File: config.mk
export PLATFORM = sky130hd
export DESIGN_NAME = period_match_timer8
export DESIGN_NICKNAME = d
export VERILOG_FILES = /design/src/hw/prescale_divider.v /design/src/hw/postscale_divider.v /design/src/hw/period_match_timer8.v
export VERILOG_INCLUDE_DIRS = /design/src /design/src/hw
export SDC_FILE = /design/constraint.sdc
export NUM_CORES = 1
export LEC_CHECK = 0
export ABC_AREA = 1
export BUFFER_PORTS_ARGS = -buffer_cell sky130_fd_sc_hd__buf_2
export CAP_MARGIN = 20
export CELL_PAD_IN_SITES_DETAIL_PLACEMENT = 1
export CELL_PAD_IN_SITES_GLOBAL_PLACEMENT = 1
export CORE_AREA = 2 2 106 108
export CTS_CLUSTER_DIAMETER = 120
export CTS_CLUSTER_SIZE = 8
export DETAILED_ROUTE_END_ITERATION = 12
export DIE_AREA = 0 0 108 110
export PLACE_DENSITY = 0.8
export SETUP_SLACK_MARGIN = 0.3
export SYNTH_ARGS = -nofsm -noshare
export SYNTH_HDL_FRONTEND = slang
export SYNTH_SLANG_ARGS = --single-unit
File: constraint.sdc
create_clock -name hclk -period 1.55 [get_ports hclk]
set_input_delay 0.2325 -clock hclk [delete_from_list [all_inputs] [get_ports hclk]]
set_output_delay 0.2325 -clock hclk [all_outputs]
set_load 0.02 [all_outputs]
File: src/hw/period_match_timer8_regs.vh
`ifndef PERIOD_MATCH_TIMER8_REGS_VH
`define PERIOD_MATCH_TIMER8_REGS_VH

// Register byte addresses (word aligned)
`define TIMER_COUNT_OFF 8'h00
`define PERIOD_VALUE_OFF 8'h04
`define TIMER_CONTROL_OFF 8'h08
`define IRQ_STATUS_OFF 8'h0C
`define IRQ_MASK_OFF 8'h10

// Reset values
`define TIMER_COUNT_RST 8'h00
`define PERIOD_VALUE_RST 8'hFF
`define TIMER_CONTROL_RST 7'h00
`define IRQ_STATUS_RST 1'b0
`define IRQ_MASK_RST 1'b0

// Control field positions
`define CTL_PRESCALE_LO 0
`define CTL_PRESCALE_HI 1
`define CTL_RUN_BIT 2
`define CTL_POSTSCALE_LO 3
`define CTL_POSTSCALE_HI 6

// Status and mask bit position
`define IRQ_MATCH_BIT 0

// Prescale select encodings and terminal counts
`define PRESCALE_DIV1 2'h0
`define PRESCALE_DIV4 2'h1
`define PRESCALE_TC1 4'h0
`define PRESCALE_TC4 4'h3
`define PRESCALE_TC16 4'hF

// Instruction clock is one quarter of the system oscillator
`define INSTR_CLK_DIV 2'h3

`endif

File: src/hw/prescale_divider.v
`timescale 1ns/1ps
`include "period_match_timer8_regs.vh"

// Divides the instruction-rate tick by 1, 4 or 16
module prescale_divider (
    input wire hclk,
    input wire hresetn,
    input wire clear,
    input wire tick_in,
    input wire [1:0] prescale_select,
    output wire tick_out
);
    reg [3:0] count_q;
    reg [3:0] limit;

    // Upper select bit set means divide by sixteen whatever the low bit
    always @* begin
        if (prescale_select[1]) begin
            limit = `PRESCALE_TC16;
        end else if (prescale_select == `PRESCALE_DIV4) begin
            limit = `PRESCALE_TC4;
        end else begin
            limit = `PRESCALE_TC1;
        end
    end

    assign tick_out = tick_in && (count_q >= limit);

    // Counter is cleared by count and control writes so the next period starts clean
    always @(posedge hclk or negedge hresetn) begin
        if (!hresetn) begin
            count_q <= 4'h0;
        end else if (clear) begin
            count_q <= 4'h0;
        end else if (tick_out) begin
            count_q <= 4'h0;
        end else if (tick_in) begin
            count_q <= count_q + 4'h1;
        end
    end
endmodule // prescale_divider

File: src/hw/postscale_divider.v
`timescale 1ns/1ps
`include "period_match_timer8_regs.vh"

// Counts match events and pulses once per selected ratio
module postscale_divider (
    input wire hclk,
    input wire hresetn,
    input wire clear,
    input wire match_in,
    input wire [3:0] postscale_select,
    output wire event_out
);
    reg [3:0] count_q;

    // Ratio is field plus one, so the terminal count equals the field
    assign event_out = match_in && (count_q == postscale_select);

    always @(posedge hclk or negedge hresetn) begin
        if (!hresetn) begin
            count_q <= 4'h0;
        end else if (clear) begin
            count_q <= 4'h0;
        end else if (event_out) begin
            count_q <= 4'h0;
        end else if (match_in) begin
            count_q <= count_q + 4'h1;
        end
    end
endmodule // postscale_divider

File: src/hw/period_match_timer8.v
// The AHB-Lite register port and the address map were chosen for this implementation.
`timescale 1ns/1ps
`include "period_match_timer8_regs.vh"

module period_match_timer8 (
    input wire hclk,
    input wire hresetn,
    input wire hsel,
    input wire [31:0] haddr,
    input wire [1:0] htrans,
    input wire hwrite,
    input wire [2:0] hsize,
    input wire [31:0] hwdata,
    input wire hready,
    output reg [31:0] hrdata,
    output reg hreadyout,
    output reg hresp,
    output reg irq
);
    reg [7:0] timer_count_q;
    reg [7:0] timer_count_d;
    reg [7:0] period_value_q;
    reg [7:0] period_value_d;
    reg [6:0] timer_control_q;
    reg [6:0] timer_control_d;
    reg match_irq_flag_q;
    reg match_irq_flag_d;
    reg irq_mask_q;
    reg irq_mask_d;
    reg [1:0] instr_div_q;
    reg [1:0] instr_div_d;
    reg wr_pend_q;
    reg wr_pend_d;
    reg [7:0] wr_addr_q;
    reg [7:0] wr_addr_d;
    reg [4:0] wr_sel;
    reg [31:0] rdata_d;
    reg irq_d;

    wire run;
    wire [1:0] prescale_select;
    wire [3:0] postscale_select;
    wire instr_tick;
    wire pre_tick;
    wire match;
    wire count_tick;
    wire match_event;
    wire post_event;
    wire addr_phase;
    wire rd_phase;
    wire wr_count;
    wire wr_period;
    wire wr_control;
    wire wr_status;
    wire wr_mask;
    wire flag_clear;
    wire scaler_clear;

    // Write strobe positions in the one-hot register select
    localparam SEL_COUNT = 0;
    localparam SEL_PERIOD = 1;
    localparam SEL_CONTROL = 2;
    localparam SEL_STATUS = 3;
    localparam SEL_MASK = 4;

    // Control fields as the counter and scalers see them
    assign run = timer_control_q[`CTL_RUN_BIT];
    assign prescale_select = timer_control_q[`CTL_PRESCALE_HI:`CTL_PRESCALE_LO];
    assign postscale_select = timer_control_q[`CTL_POSTSCALE_HI:`CTL_POSTSCALE_LO];

    // Address phase accepted; the slave never inserts wait states
    assign addr_phase = hsel && hready && htrans[1];
    assign rd_phase = addr_phase && !hwrite;

    // Write address held over into the data phase, when hwdata stands
    always @* begin
        wr_pend_d = addr_phase && hwrite;
        wr_addr_d = wr_addr_q;
        if (addr_phase) begin
            wr_addr_d = haddr[7:0];
        end
    end

    // Data-phase write tracking
    always @(posedge hclk or negedge hresetn) begin
        if (!hresetn) begin
            wr_pend_q <= 1'b0;
            wr_addr_q <= 8'h00;
        end else begin
            wr_pend_q <= wr_pend_d;
            wr_addr_q <= wr_addr_d;
        end
    end

    // One strobe per register; unmapped writes fall through unseen
    always @* begin
        wr_sel = 5'h00;
        if (wr_pend_q) begin
            case (wr_addr_q)
                `TIMER_COUNT_OFF: wr_sel[SEL_COUNT] = 1'b1;
                `PERIOD_VALUE_OFF: wr_sel[SEL_PERIOD] = 1'b1;
                `TIMER_CONTROL_OFF: wr_sel[SEL_CONTROL] = 1'b1;
                `IRQ_STATUS_OFF: wr_sel[SEL_STATUS] = 1'b1;
                `IRQ_MASK_OFF: wr_sel[SEL_MASK] = 1'b1;
                default: wr_sel = 5'h00;
            endcase
        end
    end

    // Individual write strobes, valid while hwdata stands
    assign wr_count = wr_sel[SEL_COUNT];
    assign wr_period = wr_sel[SEL_PERIOD];
    assign wr_control = wr_sel[SEL_CONTROL];
    assign wr_status = wr_sel[SEL_STATUS];
    assign wr_mask = wr_sel[SEL_MASK];

    // Flag clear by writing one; scalers restart on count or control writes
    assign flag_clear = wr_status && hwdata[`IRQ_MATCH_BIT];
    assign scaler_clear = wr_count || wr_control;

    // Instruction clock phase; held at zero while halted so restarts are uniform
    always @* begin
        if (!run || scaler_clear) begin
            instr_div_d = 2'h0;
        end else begin
            instr_div_d = instr_div_q + 2'h1;
        end
    end

    // Instruction clock phase register
    always @(posedge hclk or negedge hresetn) begin
        if (!hresetn) begin
            instr_div_q <= 2'h0;
        end else begin
            instr_div_q <= instr_div_d;
        end
    end

    // Quarter-rate tick models the instruction clock
    assign instr_tick = run && (instr_div_q == `INSTR_CLK_DIV);

    // Match is seen on every count value, not just at increments
    assign match = (timer_count_q == period_value_q);

    // A tick that meets a count or control write is dropped with the scalers
    assign count_tick = pre_tick && !scaler_clear;
    assign match_event = count_tick && match;

    // Prescaler between the instruction tick and the count
    prescale_divider u_prescale (
        .hclk(hclk),
        .hresetn(hresetn),
        .clear(scaler_clear),
        .tick_in(instr_tick),
        .prescale_select(prescale_select),
        .tick_out(pre_tick)
    );

    // Postscaler between the match events and the flag
    postscale_divider u_postscale (
        .hclk(hclk),
        .hresetn(hresetn),
        .clear(scaler_clear),
        .match_in(match_event),
        .postscale_select(postscale_select),
        .event_out(post_event)
    );

    // Next count; a software write beats a coincident increment
    always @* begin
        timer_count_d = timer_count_q;
        if (wr_count) begin
            timer_count_d = hwdata[7:0];
        end else if (count_tick) begin
            if (match) begin
                timer_count_d = 8'h00;
            end else begin
                timer_count_d = timer_count_q + 8'h01;
            end
        end
    end

    // Count register; control writes never reach it
    always @(posedge hclk or negedge hresetn) begin
        if (!hresetn) begin
            timer_count_q <= `TIMER_COUNT_RST;
        end else begin
            timer_count_q <= timer_count_d;
        end
    end

    // Next period value
    always @* begin
        period_value_d = period_value_q;
        if (wr_period) begin
            period_value_d = hwdata[7:0];
        end
    end

    // Period register
    always @(posedge hclk or negedge hresetn) begin
        if (!hresetn) begin
            period_value_q <= `PERIOD_VALUE_RST;
        end else begin
            period_value_q <= period_value_d;
        end
    end

    // Next control; bit seven has no storage, so it always reads zero
    always @* begin
        timer_control_d = timer_control_q;
        if (wr_control) begin
            timer_control_d = hwdata[6:0];
        end
    end

    // Control register
    always @(posedge hclk or negedge hresetn) begin
        if (!hresetn) begin
            timer_control_q <= `TIMER_CONTROL_RST;
        end else begin
            timer_control_q <= timer_control_d;
        end
    end

    // Next mask bit
    always @* begin
        irq_mask_d = irq_mask_q;
        if (wr_mask) begin
            irq_mask_d = hwdata[`IRQ_MATCH_BIT];
        end
    end

    // Mask register
    always @(posedge hclk or negedge hresetn) begin
        if (!hresetn) begin
            irq_mask_q <= `IRQ_MASK_RST;
        end else begin
            irq_mask_q <= irq_mask_d;
        end
    end

    // Sticky flag: set wins over a write-one clear in the same cycle
    always @* begin
        match_irq_flag_d = match_irq_flag_q;
        if (post_event) begin
            match_irq_flag_d = 1'b1;
        end else if (flag_clear) begin
            match_irq_flag_d = 1'b0;
        end
    end

    // Match flag register
    always @(posedge hclk or negedge hresetn) begin
        if (!hresetn) begin
            match_irq_flag_q <= `IRQ_STATUS_RST;
        end else begin
            match_irq_flag_q <= match_irq_flag_d;
        end
    end

    // Interrupt follows next flag and mask, so pin and status never disagree
    always @* begin
        irq_d = match_irq_flag_d && irq_mask_d;
    end

    // Read mux; unmapped addresses read zero
    always @* begin
        rdata_d = 32'h00000000;
        case (haddr[7:0])
            `TIMER_COUNT_OFF: rdata_d[7:0] = timer_count_q;
            `PERIOD_VALUE_OFF: rdata_d[7:0] = period_value_q;
            `TIMER_CONTROL_OFF: rdata_d[6:0] = timer_control_q;
            `IRQ_STATUS_OFF: rdata_d[`IRQ_MATCH_BIT] = match_irq_flag_q;
            `IRQ_MASK_OFF: rdata_d[`IRQ_MATCH_BIT] = irq_mask_q;
            default: rdata_d = 32'h00000000;
        endcase
    end

    // Registered outputs; read data sampled at the address phase
    always @(posedge hclk or negedge hresetn) begin
        if (!hresetn) begin
            hrdata <= 32'h00000000;
            hreadyout <= 1'b1;
            hresp <= 1'b0;
            irq <= 1'b0;
        end else begin
            hreadyout <= 1'b1;
            hresp <= 1'b0;
            if (rd_phase) begin
                hrdata <= rdata_d;
            end
            irq <= irq_d;
        end
    end
endmodule // period_match_timer8

==> impl_metrics.prom <==
# TYPE chip_impl_metric gauge
chip_impl_info{name="run_status",value="finished with violations"} 1
chip_impl_info{name="violations",value="setup timing"} 1
chip_impl_metric{name="floorplan.initialDensity",unit="%"} 32.2
chip_impl_metric{name="antenna_diode_count",unit=""} 0
chip_impl_metric{name="synthSimpleGateAreaFrac",unit="%"} 35.4
chip_impl_metric{name="grt_max_degree",unit=""} 54
chip_impl_metric{name="avgRoutedWirePerCell",unit="µm"} 14.4
chip_impl_metric{name="setup_tns",unit="ns"} -2.84
chip_impl_metric{name="ys_seq_area_share",unit="%"} 38.8
chip_impl_metric{name="die_area",unit="µm²"} 11900
chip_impl_metric{name="syn_to_final_growth",unit="%"} 21.6
chip_impl_metric{name="yosysUniqueCellTypes",unit=""} 38
chip_impl_metric{name="slew_viol_final",unit=""} 0
chip_impl_info{name="worstSetupEndpointType",value="flip-flop"} 1
chip_impl_info{name="synth_area_leader_cell",value="dfrtp_1"} 1
chip_impl_metric{name="synth.mux.area_fraction",unit="%"} 0.327
chip_impl_metric{name="track_usage",unit="%"} 17.4
chip_impl_info{name="rsz_0062_raised_after_global_routing",value="yes"} 1
chip_impl_info{name="timing.setup.critical_path_class",value="flip-flop to flip-flop"} 1
chip_impl_metric{name="max-clock-path-buffers",unit=""} 2
chip_impl_info{name="cts_root_buffer",value="clkbuf_8"} 1
chip_impl_metric{name="synth_xor_xnor_area_share",unit="%"} 2.54
chip_impl_metric{name="leakagePower",unit="nW"} 2.24
chip_impl_info{name="worstPathCellList",value="nor2_4, inv_1, ha_1, nand4_1, nand3_2, nand2_4, nand2_4, nand2_8, buf_4, nand2_1, nand2_1"} 1
chip_impl_metric{name="final_routed_wirelength",unit="µm"} 9440
chip_impl_metric{name="design.core.area",unit="µm²"} 10700
chip_impl_metric{name="synth_top_area_share",unit="%"} 32.7
chip_impl_metric{name="gp_routability_congestion",unit=""} 0.821
chip_impl_metric{name="post-route-min-period",unit="ns"} 1.76
chip_impl_metric{name="worst_clock_skew_on_the_final_layout",unit="ns"} 0.00836
chip_impl_metric{name="synth.yosys.warnings",unit=""} 0
chip_impl_metric{name="drt-vias-per-instance",unit=""} 4.63
chip_impl_metric{name="clkTransAtPathRegs",unit="ns"} 0.10
chip_impl_metric{name="synthesized_area_fraction_occupied_by_ao_oa_aoi_and_oai_cells",unit="%"} 6.18
chip_impl_metric{name="first_pass_grt_wire_length",unit="µm"} 16200
chip_impl_metric{name="finalPower",unit="mW"} 5.15
chip_impl_metric{name="report.final.setup_viol",unit=""} 18
chip_impl_metric{name="fin_crit_sh",unit="%"} 114
chip_impl_info{name="main_combinational_cell_family_by_area_after_synthesis",value="simple AND/OR/NAND/NOR gates"} 1
chip_impl_metric{name="pin_count",unit=""} 109
chip_impl_info{name="critPathSlowestCell",value="dfrtp_1"} 1
chip_impl_metric{name="tritoncts_num_sinks",unit=""} 53
chip_impl_info{name="hold_start",value="hwrite"} 1
chip_impl_metric{name="timing.critical_path.slowest_cell_delay",unit="ns"} 0.44
chip_impl_info{name="synthFlopType",value="dfrtp_1"} 1
chip_impl_metric{name="reg2regPathDepth",unit=""} 11
chip_impl_info{name="synthTopCellsByCount",value="nand2_1, inv_1, dfrtp_1"} 1
chip_impl_metric{name="antenna_found_initial",unit=""} 0
chip_impl_metric{name="synth_enable_flop_cells",unit=""} 0
chip_impl_metric{name="drc",unit=""} 0
chip_impl_metric{name="ir_worst_vdd",unit="µV"} 471
chip_impl_metric{name="maxCapViolCount",unit=""} 0
chip_impl_metric{name="dp_hpwl",unit="µm"} 7000
chip_impl_metric{name="synth_async_sr_flop_share",unit="%"} 100
chip_impl_metric{name="post_synth_inst_count",unit=""} 448
chip_impl_info{name="min_to",value="wr_pend_q$_DFF_PN0_"} 1
chip_impl_metric{name="numCtsBuffers",unit=""} 5
chip_impl_metric{name="instance_area_at_placement",unit="µm²"} 3830
chip_impl_metric{name="die-width",unit="µm"} 108
chip_impl_metric{name="powerDensity",unit="nW/µm²"} 1230
chip_impl_metric{name="grt_overflow_total",unit=""} 0
chip_impl_metric{name="min_path_cells",unit=""} 3
chip_impl_metric{name="maximum_achievable_frequency",unit="MHz"} 568
chip_impl_metric{name="die_outline_height",unit="µm"} 110
chip_impl_info{name="cts_tree",value="yes"} 1
chip_impl_metric{name="synthAdderAreaFrac",unit="%"} 2.91
chip_impl_metric{name="r2r_setup_slack",unit="ns"} -0.21
chip_impl_metric{name="drt-initial-drc-count",unit=""} 93
chip_impl_metric{name="fp-row-count",unit=""} 38
chip_impl_info{name="synthMostInstantiatedCell",value="nand2_1"} 1
chip_impl_metric{name="routed-via-count",unit=""} 3027
chip_impl_metric{name="place_worst_setup_slack",unit="ns"} -0.260
chip_impl_info{name="worst_hold_path_type",value="input pin to flip-flop"} 1
chip_impl_metric{name="clock_network_latency_to_the_later_pin_of_the_worst_skew_pair",unit="ns"} 0.33
chip_impl_metric{name="final_net_count",unit=""} 595
chip_impl_metric{name="avgSynthCellArea",unit="µm²"} 7.69
chip_impl_metric{name="fin_util",unit="%"} 39.1
chip_impl_metric{name="detailedRoute.firstPassIterationCount",unit=""} 4
chip_impl_metric{name="post_synth_instance_area",unit="µm²"} 3440
chip_impl_metric{name="layout-drive-gt1-share",unit="%"} 30.2
chip_impl_metric{name="ant_nets",unit=""} 0
chip_impl_metric{name="synth-seq-cells",unit=""} 53
chip_impl_metric{name="timing.critical_path.arrival",unit="ns"} 1.99
chip_impl_metric{name="timing.final.hold_violations",unit=""} 0
chip_impl_metric{name="h-tree-depth",unit=""} 2
chip_impl_metric{name="path_max_fanout",unit=""} 8
chip_impl_info{name="reg2reg_to",value="timer_count_q[5]$_DFFE_PN0P_"} 1
chip_impl_metric{name="via_count_of_the_first_global_routing_pass",unit=""} 3280
chip_impl_info{name="ys_top_cells_by_area",value="dfrtp_1, nand2_1, buf_4"} 1
chip_impl_metric{name="worst_slack",unit="ns"} -0.212
chip_impl_metric{name="final_cell_area",unit="µm²"} 4190
chip_impl_metric{name="required_time_of_the_critical_path",unit="ns"} 1.78
chip_impl_info{name="rr_startpoint",value="timer_control_q[1]$_DFFE_PN0P_"} 1
chip_impl_metric{name="port_buffers",unit=""} 30
chip_impl_info{name="startpoint_type",value="flip-flop"} 1
where the power goes:
| part | internal [mW] | switching, mW | leakage (nW) |
|---|---|---|---|
| sequential | 1.69 | 0.321 | 0.614 |
| combinational | 0.908 | 1.38 | 1.58 |
| clock | 0.366 | 0.479 | 0.0455 |
how the worst max path moves through the flow:
stage	start	cells past startpoint	slack, ns	end
CTS	timer_control_q[1]$_DFFE_PN0P_	10	-0.21	u_postscale.count_q[1]$_DFFE_PN0P_
global route	timer_control_q[1]$_DFFE_PN0P_	10	-0.35	u_postscale.count_q[1]$_DFFE_PN0P_
detailed placement	timer_control_q[1]$_DFFE_PN0P_	12	-0.26	timer_count_q[0]$_DFFE_PN0P_
global placement	timer_control_q[1]$_DFFE_PN0P_	9	-0.18	irq$_DFF_PN0_
finish	timer_control_q[1]$_DFFE_PN0P_	11	-0.21	timer_count_q[5]$_DFFE_PN0P_
floorplan	timer_control_q[1]$_DFFE_PN0P_	12	0.03	timer_count_q[0]$_DFFE_PN0P_
state kept, by name (all words and copies together), names as in the netlist:
signal	count
period_value_q	8
wr_pend_q	1
u_postscale.count_q	4
u_prescale.count_q	4
irq	1
wr_addr_q	8
timer_control_q	7
irq_mask_q	1
hrdata	8
match_irq_flag_q	1
timer_count_q	8
instr_div_q	2
routing by layer:
layer  global-route usage [%]  wire [µm]
met5                        0          0
met4                     6.50        186
met3                     1.88        210
met2                     32.8       5080
met1                     20.2       3960
stage by stage:
| step | hold slack [ns] | std cells |
|---|---|---|
| 2_1_floorplan | -0.0631 | 472 |
| 3_3_place_gp | 0.251 | 634 |
| 3_5_place_dp | 0.256 | 634 |
| 4_1_cts | 0.128 | 651 |
| 5_1_grt | 0.153 | 654 |
| 6_report | 0.140 | 654 |
kinds of logic after synthesis:
family | after synthesis
mux | 1
other cells | 2
flops | 53
xor+xnor | 10
fa+ha+maj | 8
compound gates | 39
buf+inv | 91
simple gates | 244
what timing repair did:
item                                    4_1_cts  5_1_grt
gates cloned                                  2        0
endpoints found under the setup margin       33       41
pin swaps                                    14        8
buffers inserted                              6        3
hold buffers                                  1        0
endpoints found under the hold margin        45        0
gates resized for setup                      27       21
placed cells by master, fill, tap and decap left out, types with 2 or more instances in the layout:
cell,n
a21oi_1,2
a21oi_2,2
buf_2,30
buf_4,29
buf_6,4
clkbuf_1,2
clkbuf_8,6
conb_1,26
dfrtp_1,45
dfstp_2,8
ha_1,7
inv_1,50
inv_2,6
nand2_1,134
nand2_2,10
nand2_4,6
nand2_8,2
nand3_1,28
nand3_2,9
nand3_4,5
nand3b_1,2
nand4_1,7
nor2_1,18
nor2_2,8
nor2_4,7
nor3_1,2
nor3_2,3
nor3_4,2
o211ai_1,5
o21ai_0,11
o21ai_1,7
o21ai_2,11
xnor2_1,3
xor2_1,7
worst max-delay path: cells and delay by family, from the launching register on:
kind / cells / cell delay [ns]
flip-flops: 1 / 0.44
adder cells (fa/ha/maj): 1 / 0.28
buffers and inverters: 2 / 0.19
AND/OR/NAND/NOR: 8 / 0.75
final cells by class:
class                           count  area [µm²]
Timing Repair Buffer               65         443
Sequential cell                    53        1340
Multi-Input combinational cell    329        1910
Clock buffer                        8        90.1
Inverter                           59         230
Fill cell                        1317        6510
Tap cell                          140         175
Note: power is estimated with default switching activity, not from simulation.
